<file path="src/core/cpf_pkg.sv">
// shared constants, types and layouts of the codec port queue datapath
package cpf_pkg;
	localparam int unsigned CPF_DEPTH = 16;
	localparam int unsigned CPF_WIDTH = 32;
	localparam logic [4:0] CPF_DEPTH_LV = 5'h10;
	////////////////////////////////////////////////////////////////////////
	// register byte offsets
	localparam logic [4:0] CPF_OFS_CONFIG = 5'h00;
	localparam logic [4:0] CPF_OFS_THRESH = 5'h04;
	localparam logic [4:0] CPF_OFS_LINE = 5'h08;
	localparam logic [4:0] CPF_OFS_LEVEL = 5'h0C;
	localparam logic [4:0] CPF_OFS_LINES = 5'h10;
	////////////////////////////////////////////////////////////////////////
	// field positions
	localparam int unsigned CPF_POS_IN_THR = 0;
	localparam int unsigned CPF_POS_OUT_THR = 8;
	localparam int unsigned CPF_POS_LINE_POS = 16;
	localparam int unsigned CPF_POS_LV_STEP = 8;
	////////////////////////////////////////////////////////////////////////
	// values after reset, and the largest line length
	localparam logic [2:0] CPF_RST_DSC = 3'h2;
	localparam logic [4:0] CPF_RST_IN_THR = 5'h04;
	localparam logic [4:0] CPF_RST_OUT_THR = 5'h04;
	localparam logic [11:0] CPF_RST_LINE = 12'h800;
	localparam logic [11:0] CPF_MAX_LINE = 12'h800;
	////////////////////////////////////////////////////////////////////////
	// bytes per queue entry
	localparam logic [2:0] CPF_BYTES_WORD = 3'h4;
	localparam logic [2:0] CPF_BYTES_HALF = 3'h2;
	localparam logic [2:0] CPF_BYTES_PIX = 3'h1;
	////////////////////////////////////////////////////////////////////////
	// queue index on the grant pins
	localparam int unsigned CPF_Q_RAW_IN = 0;
	localparam int unsigned CPF_Q_PACKED_OUT = 1;
	localparam int unsigned CPF_Q_PACKED_IN = 2;
	localparam int unsigned CPF_Q_RAW_OUT = 3;
	////////////////////////////////////////////////////////////////////////
	// configuration word, bus16 at bit 0, strobe condition at bits 10:8
	typedef struct packed {
		logic [2:0] dsc;
		logic spare;
		logic pix_out;
		logic pix_in;
		logic pass;
		logic bitrev;
		logic dswap;
		logic cswap;
		logic bus16;
	} cpf_cfg_s;
	localparam int unsigned CPF_CFG_W = 11;
	typedef enum logic [0:0] {
		CPF_BUS_WAIT = 1'b0,
		CPF_BUS_ACK = 1'b1
	} cpf_bus_e;
endpackage

</file>
<file path="src/core/cpf_queue.sv">
// one 16 x 32 queue with a registered head word
`timescale 1ns/10ps
module cpf_queue (
	input logic clk,
	input logic rst_n,
	input logic push,
	input logic [31:0] din,
	output logic full,
	input logic pop,
	output logic [31:0] dout,
	output logic valid,
	output logic [4:0] level
);
	import cpf_pkg::*;
	logic [31:0] mem [CPF_DEPTH];
	logic [3:0] wp_reg;
	logic [3:0] rp_reg;
	logic [4:0] cnt_reg;
	logic [31:0] head_reg;
	logic head_vld_reg;
	logic push_ok;
	logic load;
	////////////////////////////////////////////////////////////////////////
	assign full = cnt_reg == CPF_DEPTH_LV;
	assign push_ok = push & ~full;
	assign load = (cnt_reg != 5'h00) & (~head_vld_reg | pop);
	assign dout = head_reg;
	assign valid = head_vld_reg;
	assign level = cnt_reg + {4'h0, head_vld_reg};
	always_ff @(posedge clk) begin
		if (push_ok) begin
			mem[wp_reg] <= din;
		end
	end
	always_ff @(posedge clk or negedge rst_n) begin
		if (!rst_n) begin
			wp_reg <= 4'h0;
			rp_reg <= 4'h0;
			cnt_reg <= 5'h00;
		end else begin
			if (push_ok) begin
				wp_reg <= wp_reg + 4'h1;
			end
			if (load) begin
				rp_reg <= rp_reg + 4'h1;
			end
			cnt_reg <= cnt_reg + {4'h0, push_ok} - {4'h0, load};
		end
	end
	always_ff @(posedge clk or negedge rst_n) begin
		if (!rst_n) begin
			head_reg <= 32'h0000_0000;
			head_vld_reg <= 1'b0;
		end else begin
			if (load) begin
				head_reg <= mem[rp_reg];
			end
			head_vld_reg <= load | (head_vld_reg & ~pop);
		end
	end
endmodule

</file>
<file path="src/core/cpf_byte_engine.sv">
// byte-per-clock engine: unpacks queue words, packs output words
`timescale 1ns/10ps
module cpf_byte_engine (
	input logic clk,
	input logic rst_n,
	input logic in_valid,
	input logic [31:0] in_data,
	input logic [2:0] in_bytes,
	output logic in_pop,
	input logic bitrev,
	input logic [2:0] out_bytes,
	input logic out_ready,
	output logic out_valid,
	output logic [31:0] out_data,
	output logic byte_step
);
	import cpf_pkg::*;
	logic [1:0] idx_reg;
	logic [1:0] cnt_reg;
	logic [31:0] acc_reg;
	logic [31:0] word_reg;
	logic pend_reg;
	logic [7:0] cur;
	logic [31:0] acc_next;
	logic last_in;
	logic last_out;
	////////////////////////////////////////////////////////////////////////
	function automatic logic [7:0] rev8(input logic [7:0] b);
		logic [7:0] r;
		for (int i = 0; i < 8; i++) begin
			r[i] = b[7 - i];
		end
		return r;
	endfunction
	////////////////////////////////////////////////////////////////////////
	assign byte_step = in_valid & (~pend_reg | out_ready);
	assign last_in = ({1'b0, idx_reg} + 3'h1) == in_bytes;
	assign last_out = ({1'b0, cnt_reg} + 3'h1) == out_bytes;
	assign in_pop = byte_step & last_in;
	assign cur = bitrev ? rev8(in_data[idx_reg*8 +: 8]) : in_data[idx_reg*8 +: 8];
	assign out_valid = pend_reg;
	assign out_data = word_reg;
	always_comb begin
		acc_next = acc_reg;
		acc_next[cnt_reg*8 +: 8] = cur;
	end
	always_ff @(posedge clk or negedge rst_n) begin
		if (!rst_n) begin
			idx_reg <= 2'h0;
		end else if (byte_step) begin
			idx_reg <= last_in ? 2'h0 : idx_reg + 2'h1;
		end
	end
	always_ff @(posedge clk or negedge rst_n) begin
		if (!rst_n) begin
			cnt_reg <= 2'h0;
			acc_reg <= 32'h0000_0000;
			word_reg <= 32'h0000_0000;
		end else if (byte_step) begin
			cnt_reg <= last_out ? 2'h0 : cnt_reg + 2'h1;
			acc_reg <= last_out ? 32'h0000_0000 : acc_next;
			if (last_out) begin
				word_reg <= acc_next;
			end
		end
	end
	always_ff @(posedge clk or negedge rst_n) begin
		if (!rst_n) begin
			pend_reg <= 1'b0;
		end else if (byte_step & last_out) begin
			pend_reg <= 1'b1;
		end else if (out_ready) begin
			pend_reg <= 1'b0;
		end
	end
endmodule

</file>
<file path="src/core/cpf_datapath.sv">
// codec port queue datapath: four queues, two byte engines, ports
`timescale 1ns/10ps
module cpf_datapath (
	input logic REF_CLK,
	input logic NRST,
	input logic [4:0] AVS_ADDRESS,
	input logic AVS_READ,
	input logic AVS_WRITE,
	input logic [31:0] AVS_WRITEDATA,
	input logic [3:0] AVS_BYTEENABLE,
	output logic [31:0] AVS_READDATA,
	output logic AVS_WAITREQUEST,
	input logic [31:0] DATA_IN,
	output logic [31:0] DATA_OUT,
	output logic DATA_OE,
	input logic STROBE_QUAL,
	input logic [3:0] TRANSFER_GRANT_N,
	output logic RAW_IN_REQUEST_N,
	output logic PACKED_OUT_REQUEST_N,
	output logic PACKED_IN_REQUEST_N,
	output logic RAW_OUT_REQUEST_N,
	input logic [7:0] PIXEL_BYTE_INPUT,
	output logic PIXEL_IN_PORT_REQUEST_N,
	input logic PIXEL_IN_PORT_GRANT_N,
	output logic [7:0] PIXEL_BYTE_OUTPUT,
	output logic PIXEL_OUT_PORT_REQUEST_N,
	input logic PIXEL_OUT_PORT_GRANT_N
);
	import cpf_pkg::*;
	////////////////////////////////////////////////////////////////////////
	// declarations
	cpf_bus_e bus_reg;
	cpf_cfg_s cfg_reg;
	logic [4:0] in_thr_reg;
	logic [4:0] out_thr_reg;
	logic [11:0] line_len_reg;
	logic [11:0] line_pos_reg;
	logic [15:0] lines_reg;
	logic [31:0] rdata_reg;
	logic [3:0] grant_d_reg;
	logic sd_d_reg;
	logic [31:0] din_d_reg;
	logic [3:0] strobe;
	logic [31:0] bus_word;
	logic bus_req;
	logic wr_take;
	logic [31:0] rd_mux;
	logic [2:0] port_bytes;
	logic [31:0] q_din [4];
	logic [31:0] q_dout [4];
	logic [3:0] q_push;
	logic [3:0] q_pop;
	logic [3:0] q_full;
	logic [3:0] q_valid;
	logic [4:0] q_level [4];
	logic ce_pop;
	logic ce_step;
	logic ce_valid;
	logic [31:0] ce_word;
	logic de_pop;
	logic de_valid;
	logic [31:0] de_word;
	logic pix_in_req;
	logic pix_out_req;
	logic line_end;
	////////////////////////////////////////////////////////////////////////
	// helpers
	function automatic logic [31:0] order(input logic [31:0] w, input logic half,
			input logic en);
		logic [31:0] r;
		r = w;
		if (en & half) begin
			r = {16'h0000, w[7:0], w[15:8]};
		end else if (en) begin
			r = {w[7:0], w[15:8], w[23:16], w[31:24]};
		end
		return r;
	endfunction
	function automatic logic strobe_hit(input logic [2:0] dsc, input logic a_n,
			input logic ad_n, input logic sd, input logic sdd);
		logic hit;
		unique case (dsc)
			3'h0: hit = ~a_n & ~ad_n & sd;
			3'h1: hit = ~a_n & ~ad_n & ~sd;
			3'h2: hit = ~a_n & sd;
			3'h3: hit = ~a_n & ~sd;
			3'h4: hit = ~ad_n & sdd;
			3'h5: hit = ~ad_n & ~sdd;
			3'h6: hit = a_n & ~ad_n;
			3'h7: hit = a_n & ~ad_n;
		endcase
		return hit;
	endfunction
	function automatic logic [4:0] space(input logic [4:0] lv);
		return (lv >= CPF_DEPTH_LV) ? 5'h00 : CPF_DEPTH_LV - lv;
	endfunction
	function automatic logic [31:0] be_merge(input logic [31:0] old,
			input logic [31:0] nw, input logic [3:0] be);
		logic [31:0] r;
		r = old;
		for (int i = 0; i < 4; i++) begin
			if (be[i]) begin
				r[i*8 +: 8] = nw[i*8 +: 8];
			end
		end
		return r;
	endfunction
	////////////////////////////////////////////////////////////////////////
	// register bus slave: one wait cycle, then the answer
	assign bus_req = AVS_READ | AVS_WRITE;
	assign AVS_WAITREQUEST = bus_req & (bus_reg == CPF_BUS_WAIT);
	assign wr_take = AVS_WRITE & (bus_reg == CPF_BUS_ACK);
	assign AVS_READDATA = rdata_reg;
	always_ff @(posedge REF_CLK or negedge NRST) begin
		if (!NRST) begin
			bus_reg <= CPF_BUS_WAIT;
		end else begin
			unique case (bus_reg)
				CPF_BUS_WAIT: bus_reg <= bus_req ? CPF_BUS_ACK : CPF_BUS_WAIT;
				CPF_BUS_ACK: bus_reg <= CPF_BUS_WAIT;
			endcase
		end
	end
	always_comb begin
		rd_mux = 32'h0000_0000;
		unique case (AVS_ADDRESS)
			CPF_OFS_CONFIG: rd_mux = {21'h0, cfg_reg};
			CPF_OFS_THRESH: begin
				rd_mux[CPF_POS_IN_THR +: 5] = in_thr_reg;
				rd_mux[CPF_POS_OUT_THR +: 5] = out_thr_reg;
			end
			CPF_OFS_LINE: begin
				rd_mux[11:0] = line_len_reg;
				rd_mux[CPF_POS_LINE_POS +: 12] = line_pos_reg;
			end
			CPF_OFS_LEVEL: begin
				for (int i = 0; i < 4; i++) begin
					rd_mux[i*CPF_POS_LV_STEP +: 5] = q_level[i];
				end
			end
			CPF_OFS_LINES: rd_mux = {16'h0000, lines_reg};
			default: rd_mux = 32'h0000_0000;
		endcase
	end
	always_ff @(posedge REF_CLK or negedge NRST) begin
		if (!NRST) begin
			rdata_reg <= 32'h0000_0000;
		end else if (AVS_READ & (bus_reg == CPF_BUS_WAIT)) begin
			rdata_reg <= rd_mux;
		end
	end
	always_ff @(posedge REF_CLK or negedge NRST) begin
		if (!NRST) begin
			cfg_reg <= '{dsc: CPF_RST_DSC, default: 1'b0};
		end else if (wr_take & (AVS_ADDRESS == CPF_OFS_CONFIG)) begin
			cfg_reg <= cpf_cfg_s'(CPF_CFG_W'(be_merge({21'h0, cfg_reg}, AVS_WRITEDATA,
				AVS_BYTEENABLE)));
		end
	end
	always_ff @(posedge REF_CLK or negedge NRST) begin
		if (!NRST) begin
			in_thr_reg <= CPF_RST_IN_THR;
			out_thr_reg <= CPF_RST_OUT_THR;
		end else if (wr_take & (AVS_ADDRESS == CPF_OFS_THRESH)) begin
			if (AVS_BYTEENABLE[0]) begin
				in_thr_reg <= AVS_WRITEDATA[CPF_POS_IN_THR +: 5];
			end
			if (AVS_BYTEENABLE[1]) begin
				out_thr_reg <= AVS_WRITEDATA[CPF_POS_OUT_THR +: 5];
			end
		end
	end
	always_ff @(posedge REF_CLK or negedge NRST) begin
		if (!NRST) begin
			line_len_reg <= CPF_RST_LINE;
		end else if (wr_take & (AVS_ADDRESS == CPF_OFS_LINE) & AVS_BYTEENABLE[0]
				& AVS_BYTEENABLE[1]) begin
			if (AVS_WRITEDATA[11:0] > CPF_MAX_LINE) begin
				line_len_reg <= CPF_MAX_LINE;
			end else begin
				line_len_reg <= AVS_WRITEDATA[11:0];
			end
		end
	end
	////////////////////////////////////////////////////////////////////////
	// data port strobe condition, one per queue
	always_ff @(posedge REF_CLK or negedge NRST) begin
		if (!NRST) begin
			grant_d_reg <= 4'hF;
			sd_d_reg <= 1'b0;
			din_d_reg <= 32'h0000_0000;
		end else begin
			grant_d_reg <= TRANSFER_GRANT_N;
			sd_d_reg <= STROBE_QUAL;
			din_d_reg <= DATA_IN;
		end
	end
	always_comb begin
		for (int i = 0; i < 4; i++) begin
			strobe[i] = strobe_hit(cfg_reg.dsc, TRANSFER_GRANT_N[i], grant_d_reg[i],
				STROBE_QUAL, sd_d_reg);
		end
	end
	// delayed conditions take the word seen one edge earlier
	assign bus_word = cfg_reg.dsc[2] ? din_d_reg : DATA_IN;
	assign port_bytes = cfg_reg.bus16 ? CPF_BYTES_HALF : CPF_BYTES_WORD;
	////////////////////////////////////////////////////////////////////////
	// queue inputs and outputs
	assign pix_in_req = cfg_reg.pix_in & ~q_full[CPF_Q_RAW_IN];
	assign PIXEL_IN_PORT_REQUEST_N = ~pix_in_req;
	assign pix_out_req = cfg_reg.pix_out & q_valid[CPF_Q_RAW_OUT];
	assign PIXEL_OUT_PORT_REQUEST_N = ~pix_out_req;
	assign PIXEL_BYTE_OUTPUT = q_dout[CPF_Q_RAW_OUT][7:0];
	always_comb begin
		q_push[CPF_Q_RAW_IN] = cfg_reg.pix_in ? pix_in_req & ~PIXEL_IN_PORT_GRANT_N
			: strobe[CPF_Q_RAW_IN];
		q_din[CPF_Q_RAW_IN] = cfg_reg.pix_in ? {24'h000000, PIXEL_BYTE_INPUT}
			: order(cfg_reg.bus16 ? {16'h0000, bus_word[15:0]} : bus_word,
			cfg_reg.bus16, cfg_reg.cswap & ~cfg_reg.pass);
		q_push[CPF_Q_PACKED_IN] = strobe[CPF_Q_PACKED_IN];
		q_din[CPF_Q_PACKED_IN] = cfg_reg.bus16 ? {16'h0000, bus_word[15:0]} : bus_word;
		q_push[CPF_Q_PACKED_OUT] = ce_valid;
		q_din[CPF_Q_PACKED_OUT] = ce_word;
		q_push[CPF_Q_RAW_OUT] = de_valid;
		q_din[CPF_Q_RAW_OUT] = cfg_reg.pix_out ? de_word
			: order(de_word, cfg_reg.bus16, cfg_reg.dswap & ~cfg_reg.pass);
	end
	always_comb begin
		q_pop[CPF_Q_RAW_IN] = ce_pop;
		q_pop[CPF_Q_PACKED_IN] = de_pop;
		q_pop[CPF_Q_PACKED_OUT] = strobe[CPF_Q_PACKED_OUT]
			& q_valid[CPF_Q_PACKED_OUT];
		q_pop[CPF_Q_RAW_OUT] = cfg_reg.pix_out ? pix_out_req & ~PIXEL_OUT_PORT_GRANT_N
			: strobe[CPF_Q_RAW_OUT] & q_valid[CPF_Q_RAW_OUT];
	end
	for (genvar g = 0; g < 4; g++) begin : gen_q
		cpf_queue u_queue (
			.clk(REF_CLK),
			.rst_n(NRST),
			.push(q_push[g]),
			.din(q_din[g]),
			.full(q_full[g]),
			.pop(q_pop[g]),
			.dout(q_dout[g]),
			.valid(q_valid[g]),
			.level(q_level[g])
		);
	end
	////////////////////////////////////////////////////////////////////////
	// data bus drive, full word per edge, one queue at a time
	always_comb begin
		DATA_OUT = 32'h0000_0000;
		if (~TRANSFER_GRANT_N[CPF_Q_PACKED_OUT] | ~grant_d_reg[CPF_Q_PACKED_OUT]) begin
			DATA_OUT = q_dout[CPF_Q_PACKED_OUT];
		end else if (~TRANSFER_GRANT_N[CPF_Q_RAW_OUT] | ~grant_d_reg[CPF_Q_RAW_OUT])
				begin
			DATA_OUT = q_dout[CPF_Q_RAW_OUT];
		end
	end
	assign DATA_OE = ~TRANSFER_GRANT_N[CPF_Q_PACKED_OUT]
		| ~grant_d_reg[CPF_Q_PACKED_OUT]
		| (~cfg_reg.pix_out & (~TRANSFER_GRANT_N[CPF_Q_RAW_OUT]
		| ~grant_d_reg[CPF_Q_RAW_OUT]));
	////////////////////////////////////////////////////////////////////////
	// threshold requests
	assign RAW_IN_REQUEST_N = ~(~cfg_reg.pix_in
		& (space(q_level[CPF_Q_RAW_IN]) >= in_thr_reg));
	assign PACKED_IN_REQUEST_N = ~(space(q_level[CPF_Q_PACKED_IN]) >= in_thr_reg);
	assign PACKED_OUT_REQUEST_N = ~(q_valid[CPF_Q_PACKED_OUT]
		& (q_level[CPF_Q_PACKED_OUT] >= out_thr_reg));
	assign RAW_OUT_REQUEST_N = ~(~cfg_reg.pix_out & q_valid[CPF_Q_RAW_OUT]
		& (q_level[CPF_Q_RAW_OUT] >= out_thr_reg));
	////////////////////////////////////////////////////////////////////////
	// engines, each stalls on empty input or full output
	cpf_byte_engine u_comp (
		.clk(REF_CLK),
		.rst_n(NRST),
		.in_valid(q_valid[CPF_Q_RAW_IN]),
		.in_data(q_dout[CPF_Q_RAW_IN]),
		.in_bytes(cfg_reg.pix_in ? CPF_BYTES_PIX : port_bytes),
		.in_pop(ce_pop),
		.bitrev(cfg_reg.bitrev & ~cfg_reg.pass),
		.out_bytes(port_bytes),
		.out_ready(~q_full[CPF_Q_PACKED_OUT]),
		.out_valid(ce_valid),
		.out_data(ce_word),
		.byte_step(ce_step)
	);
	cpf_byte_engine u_decomp (
		.clk(REF_CLK),
		.rst_n(NRST),
		.in_valid(q_valid[CPF_Q_PACKED_IN]),
		.in_data(q_dout[CPF_Q_PACKED_IN]),
		.in_bytes(port_bytes),
		.in_pop(de_pop),
		.bitrev(1'b0),
		.out_bytes(cfg_reg.pix_out ? CPF_BYTES_PIX : port_bytes),
		.out_ready(~q_full[CPF_Q_RAW_OUT]),
		.out_valid(de_valid),
		.out_data(de_word),
		.byte_step()
	);
	////////////////////////////////////////////////////////////////////////
	// scan line tracking on compressor bytes
	assign line_end = ({4'h0, line_pos_reg} + 16'h0001) >= {4'h0, line_len_reg};
	always_ff @(posedge REF_CLK or negedge NRST) begin
		if (!NRST) begin
			line_pos_reg <= 12'h000;
		end else if (ce_step) begin
			line_pos_reg <= line_end ? 12'h000 : line_pos_reg + 12'h001;
		end
	end
	always_ff @(posedge REF_CLK or negedge NRST) begin
		if (!NRST) begin
			lines_reg <= 16'h0000;
		end else if (ce_step & line_end) begin
			lines_reg <= lines_reg + 16'h0001;
		end
	end
endmodule

</file>
<file path="config.mk">
export PLATFORM = sky130hd
export DESIGN_NAME = cpf_datapath
export DESIGN_NICKNAME = d
export VERILOG_FILES = /design/src/core/cpf_pkg.sv /design/src/core/cpf_queue.sv /design/src/core/cpf_byte_engine.sv /design/src/core/cpf_datapath.sv
export SDC_FILE = /design/constraint.sdc
export NUM_CORES = 2
export LEC_CHECK = 0
export BUFFER_PORTS_ARGS = -buffer_cell sky130_fd_sc_hd__buf_2
export CORE_ASPECT_RATIO = 1.1
export CORE_MARGIN = 5
export CORE_UTILIZATION = 55
export DETAILED_ROUTE_END_ITERATION = 10
export PLACE_DENSITY = 0.73
export SLEW_MARGIN = 0
export SYNTH_ARGS = -nofsm -noshare
export SYNTH_HDL_FRONTEND = slang
export SYNTH_HIERARCHICAL = 1
export SYNTH_SLANG_ARGS = --single-unit
</file>
<file path="constraint.sdc">
create_clock -name REF_CLK -period 6.3 [get_ports REF_CLK]
set_clock_uncertainty 0.2 [all_clocks]
set_input_delay 0.315 -clock REF_CLK [delete_from_list [all_inputs] [get_ports REF_CLK]]
set_output_delay 0.315 -clock REF_CLK [all_outputs]
set_load 0.02 [all_outputs]
</file>
======== Word-level counts from Yosys, hierarchy flattened ========
Memories as Yosys holds them, arrays and structs flattened. A register that Yosys moved wholly into a read port is not among the register bits.
Index checks and enable logic that the tools add are counted.
word-level totals
  register bits ........................... 322
  RAM bits ................................ 2,048
  input bits .............................. 92
  output and inout bits ................... 80
  word-level logic and storage cells ...... 316
  memories ................................ 4
memory list
  name                  depth  bits a word  rd ports  clocked after memory_dff  write ports  line             RTL
  gen_q[0].u_queue.mem  16     32           1         1                         1            cpf_queue.sv:15  logic [31:0] mem [CPF_DEPTH];
  gen_q[1].u_queue.mem  16     32           1         1                         1            cpf_queue.sv:15
  gen_q[2].u_queue.mem  16     32           1         1                         1            cpf_queue.sv:15
  gen_q[3].u_queue.mem  16     32           1         1                         1            cpf_queue.sv:15
cells by class
  add/sub/neg operators ................... 35
  order comparisons ....................... 8
  equal/unequal tests ..................... 21
  shifts and indexed selects .............. 6
  mux-type cells .......................... 55
  bitwise operators ....................... 125
  reduce and logical (&&, ||, !) cells .... 17
operator list
  operator                                                                 count
  32-bit two-way mux                                                       12
  1-bit bitwise AND                                                        75
  5-bit negator with 34-bit output                                         2
  8-bit by 34-bit variable shift with 32-bit output, first input constant  2
  8-bit by 34-bit indexed part select with 32-bit output                   2
  32-bit bitwise mux                                                       2
  32-bit by 6-bit indexed part select with 8-bit output                    2
  5-bit by 1-bit adder with 5-bit output                                   8
  1-bit inverter                                                           36
  4-bit by 1-bit adder with 4-bit output, second input constant            8
  1-bit one-hot mux with 7 select lines                                    4
  5-bit == test, second input constant                                     5
  5-bit one-hot mux with 5 select lines                                    1
  12-bit two-way mux                                                       2
  5-bit greater-or-equal comparator                                        4
  4-bit one-hot mux with 5 select lines                                    1
  5-bit nonzero test                                                       4
  5-bit by 1-bit subtractor with 5-bit output                              4
  16-bit by 1-bit adder with 16-bit output, second input constant          1
  1-bit two-way mux                                                        16
  3-bit two-way mux                                                        5
  1-bit OR                                                                 14
  12-bit by 1-bit adder with 13-bit output, second input constant          1
  13-bit by 12-bit greater-or-equal comparator with 1-bit output           1
  other kinds (26)                                                         55

======== Longest topological paths before layout ========
  word-level depth ........................ 9
  mapped depth ............................ 22
  depth with buffers taken out ............ 20

======== By module ========
The synthesis kept the hierarchy.
modules (own cells, without submodules)
  module                            instances  cells each  area an instance (um^2)  sequential area each (um^2)
  cpf_queue (gen_q[0].u_queue ...)  3          953         21,566.9                 16,525.8
  cpf_queue (gen_q[3].u_queue)      1          956         21,509.4                 16,525.8
  cpf_datapath                      1          959         8,276.7                  3,213.1
  cpf_byte_engine                   2          324         3,558.4                  1,726.7

======== Worst setup path before layout ========
Ideal clock, no wire load.
  path type ............................... register -> register
  from .................................... register cfg_reg[10] (netlist name)
  to ...................................... memory gen_q[0].u_queue.mem[3][0] (enable)
  setup time .............................. 0.461 ns
  data arrival time ....................... 4.222 ns
  data required time ...................... 5.639 ns
  setup slack ............................. 1.417 ns
  stages on the path, launching flop included .. 12
  path buffers ............................ 4
  clock period less this slack ............ 4.883 ns
  path through ............................ dfrtp_1 clkbuf_1 buf_2 buf_2 o21ai_0 nor3_1 a21oi_1 o22ai_1 nor2b_1 clkbuf_1 nand2_1 nor3_1
between the ends
  cells in the longest elaborated chain, start to end .. 7
  elaborated cells between the ends (all ways) .. 14
  those cells by class .................... 7 x eq/ne; 4 x mux; 1 x bitwise; 2 x reduce/logical
ends and longest elaborated chain
  item                                         line                 RTL
  from (decl)                                  cpf_datapath.sv:33   cpf_cfg_s cfg_reg;
  from (signal assigned)                       cpf_datapath.sv:156  cfg_reg <= cpf_cfg_s'(CPF_CFG_W'(be_merge({21'h0, cfg_reg}, AVS_WRITEDATA,
  3-bit == test                                cpf_datapath.sv:82   unique case (dsc)
  2-bit OR reduction (no source line)          n/a
  1-bit one-hot mux with 7 select lines (*)    cpf_datapath.sv:82
  1-bit two-way mux (*)                        cpf_datapath.sv:215  q_push[CPF_Q_RAW_IN] = cfg_reg.pix_in ? pix_in_req & ~PIXEL_IN_PORT_GRANT_N
  named net q_push[0]                          cpf_datapath.sv:51   logic [3:0] q_push;
  1-bit bitwise AND (*)                        cpf_queue.sv:25      assign push_ok = push & ~full;
  1-bit two-way mux (*)                        cpf_queue.sv:31      if (push_ok) begin
  1-bit two-way mux (implied by the code) (*)  cpf_queue.sv:32      mem[wp_reg] <= din;
  to (decl)                                    cpf_queue.sv:15
The timed path passes the listed nets; every way through them passes the cells marked *.

==> metrics.csv <==
stage,metric,value,unit
logic_synthesis,synth_seq_cells,2498,
timing,finalHoldViolCount,0,
place,numPortBuffers,147,
logic_synthesis,syn_inst,5422,
logic_synthesis,yosysTopAreaCell,edfxtp_1,
cts,cts_buffers,235,
timing,min_period,5.272,ns
worst_setup_path,critPathTopFamily,compound AO/OA/AOI/OAI gates,
finish,n_fill_cell,12577,
place,dp.cells,7820,
worst_setup_path,worstPathMaxFanout,5,
finish,mostFrequentLayoutCells,"edfxtp_1, mux4_2, dfrtp_1, clkbuf_16, nand2_1",
worst_setup_path,cp_slowest_stage_delay,0.61,ns
timing,setup_tns,0,ns
logic_synthesis,async_flop_share,18.01,%
route,wirelength,245500,um
global_routing,grt_use_total,25.62,%
timing,period_share,83.68,%
route,detail_route.wl_per_cell,29.26,um
finish,largest_register_ffs,2048,
worst_setup_path,critPathArrivalTime,4.76,ns
timing,timing.hold.ws,0.05694,ns
global_routing,grt_overflow_total,0,
timing,rsz0062_at_grt,false,
finish,final_cells,8391,
finish,area_delta_synth_final,12.37,%
logic_synthesis,synth.avg_cell_area,18.74,um^2
timing,tightest_slew,1.409,ns
cts,root_buffer,clkbuf_16,
timing,finalSetupViolCount,0,
timing,maxSlewViolCount,0,
logic_synthesis,synth_edf_count,2048,
route,firstDrtPassIters,6,
logic_synthesis,yosysSeqAreaShare,71.62,%
global_routing,grt_max_degree,138,
place,dp_hpwl,140200,um
worst_setup_path,worstRegToRegCells,10,
worst_setup_path,crit_slowest_cell,a21oi_1,
global_routing,grt_pass1_wl,363400,um
timing,slew_headroom,5.745,%
worst_setup_path,timing.rr.start,cfg_reg[0],
hold_path,whs_path_depth,2,
global_routing,grt_antenna_before_repair,6,
route,drc,0,
floorplan,die_y,460.8,um
route,vias,53622,
worst_setup_path,setup.worst_path.end_class,output pin,
worst_setup_path,critical_path_buf_inv_count,1,
logic_synthesis,synthTopCellsByArea,"edfxtp_1, dfrtp_1, mux4_2, a221oi_2, mux2i_1",
route,vias_per_cell,6.390,
cts,numClockSinks,2498,
job,timing.max_cap.violations,0,
worst_setup_path,critical_path.startpoint_type,flop,
logic_synthesis,netlist_area,0.1016,mm^2
route,postRouteAntennaNets,0,
worst_setup_path,cp.required,5.78,ns
logic_synthesis,yosysTopAreaCellShare,60.53,%
power,power-per-cell-area,449.8,mW/mm^2
cts,insertion_delay,0.88,ns
finish,final_nets,5964,
worst_setup_path,r2r-end,gen_q[0].u_queue/dout[31],
hold_path,hold_class,primary input to flop,
route,drt_iter0_markers,6012,
power,power_leakage,39.60,nW
finish,drive_gt1_share,24.26,%
global_routing,grt_pass1_vias,54788,
power,ir_drop,0.3870,mV
cts,cts_tree,done,
place,gp_congestion,0.8724,
floorplan,rows,165,
finish,largest_register,gen_q.u_queue/mem,
worst_setup_path,rrSetupSlack,1.49,ns
worst_setup_path,critical_path_class,flop to output pin,
cts,cts-resized-gates,0,
logic_synthesis,ys_types,75,
logic_synthesis,synth_ff_type,edfxtp_1,
floorplan,die_area,0.1934,mm^2
timing,fmax,189.7,MHz
floorplan,num_io_pins,172,
cts,clk_pin_slew,0.06,ns
logic_synthesis,synth_warnings,6,
cts,clk_path_buf_depth,3,
hold_path,holdCritStartpoint,STROBE_QUAL,
floorplan,die_w,419.8,um
worst_setup_path,crit_chain,"ha_1, ha_1, xor2_1, or4_1, a21oi_1, nand2_1, ha_1, nand2b_1, a21oi_1, nor2b_1, o21ai_0, nand2b_1, a21oi_1, buf_2",
run_status,outcome,finished clean,
finish,final_common_cell,edfxtp_1,
floorplan,coreArea,0.1837,mm^2
floorplan,start_util,55.30,%
cts,cts_max_level,4,
hold_path,holdPathEnd,sd_d_reg,
layer usage:
metal	vias up	part of all wire [%]	GRT usage (%)
li1	22616	-	-
met1	28070	38	33.95
met2	2464	51	43.14
met3	470	7.4	3.958
met4	2	4.3	10.20
met5	-	0.0053	0
how the worst max path moves through the flow:
stage | start | to | slack (ns) | cells after the start
after CTS | gen_q[2].u_queue/valid | PACKED_IN_REQUEST_N | 0.82 | 14
after detailed placement | cfg_reg[0] | gen_q[0].u_queue/dout[0] | 1.49 | 10
after global routing | gen_q[2].u_queue/valid | PACKED_IN_REQUEST_N | 0.67 | 14
after global placement | cfg_reg[0] | gen_q[0].u_queue/dout[31] | 1.60 | 10
after floorplan | cfg_reg[10] | gen_q[0].u_queue/mem[3][0] | 1.42 | 11
final | gen_q[2].u_queue/valid | PACKED_IN_REQUEST_N | 1.03 | 14
power breakdown:
| group | total (mW) | internal, mW | switching, mW |
|---|---|---|---|
| sequential | 22.1 | 20.3 | 1.85 |
| clock | 14.1 | 8.11 | 6.03 |
| combinational | 15.1 | 6.38 | 8.68 |
metrics by stage:
stage / instance area [um^2] / power, mW / util, % / worst slack (ns)
6_report: 114200 / 51.35 / 62.14 / 1.028
5_1_grt: 114200 / 53.64 / 62.14 / 0.6748
4_1_cts: 114200 / 51.59 / 62.13 / 0.8219
3_5_place_dp: 105100 / 37.40 / 57.22 / 1.486
3_3_place_gp: 105100 / 36.95 / 57.22 / 1.602
2_1_floorplan: 101600 / 33.27 / - / 1.417
cell families after synthesis:
group | after synthesis | share of synthesized area (%)
AND/OR/NAND/NOR | 746 | 3.608
adder cells (fa/ha/maj) | 117 | 1.470
XOR/XNOR | 92 | 0.7931
buffers and inverters | 441 | 2.347
AO/OA/AOI/OAI | 777 | 6.178
multiplexers | 750 | 13.98
flip-flops | 2498 | 71.62
other | 1 | 0.003691
what timing repair did:
| item | 4_1_cts | 5_1_grt |
|---|---|---|
| hold buffers | 118 | 0 |
| endpoints found under the hold margin | 987 | 0 |
| setup buffers | 0 | 0 |
layout make-up:
class / instances / area (um^2) / share of cell area [%]
antenna: 2 / 5.005 / 0.004384
clock buffer: 346 / 6774 / 5.933
clock inverter: 104 / 1042 / 0.9129
inverter: 117 / 439.2 / 0.3847
multi-input combinational: 2489 / 26930 / 23.59
sequential: 2498 / 72810 / 63.77
tap: 2421 / 3029 / 2.653
timing repair buffer: 414 / 3138 / 2.749
Yosys cell counts, types with 19 or more instances:
master	count
a21oi_1	88
a221oi_1	23
a221oi_2	120
a22o_1	40
and2_1	21
buf_1	24
buf_2	94
buf_6	61
clkbuf_1	122
dfrtp_1	442
edfxtp_1	2048
ha_1	113
inv_1	117
mux2_2	65
mux2i_1	169
mux4_1	54
mux4_2	458
nand2_1	201
nand2b_1	94
nand3_1	57
nand4_1	19
nor2_1	209
nor3_1	54
o21ai_0	111
o21ai_1	40
o221ai_1	64
o22ai_1	139
o2bb2ai_1	67
xnor2_1	59
xor2_1	33
Power figures use the tool's default switching activity.
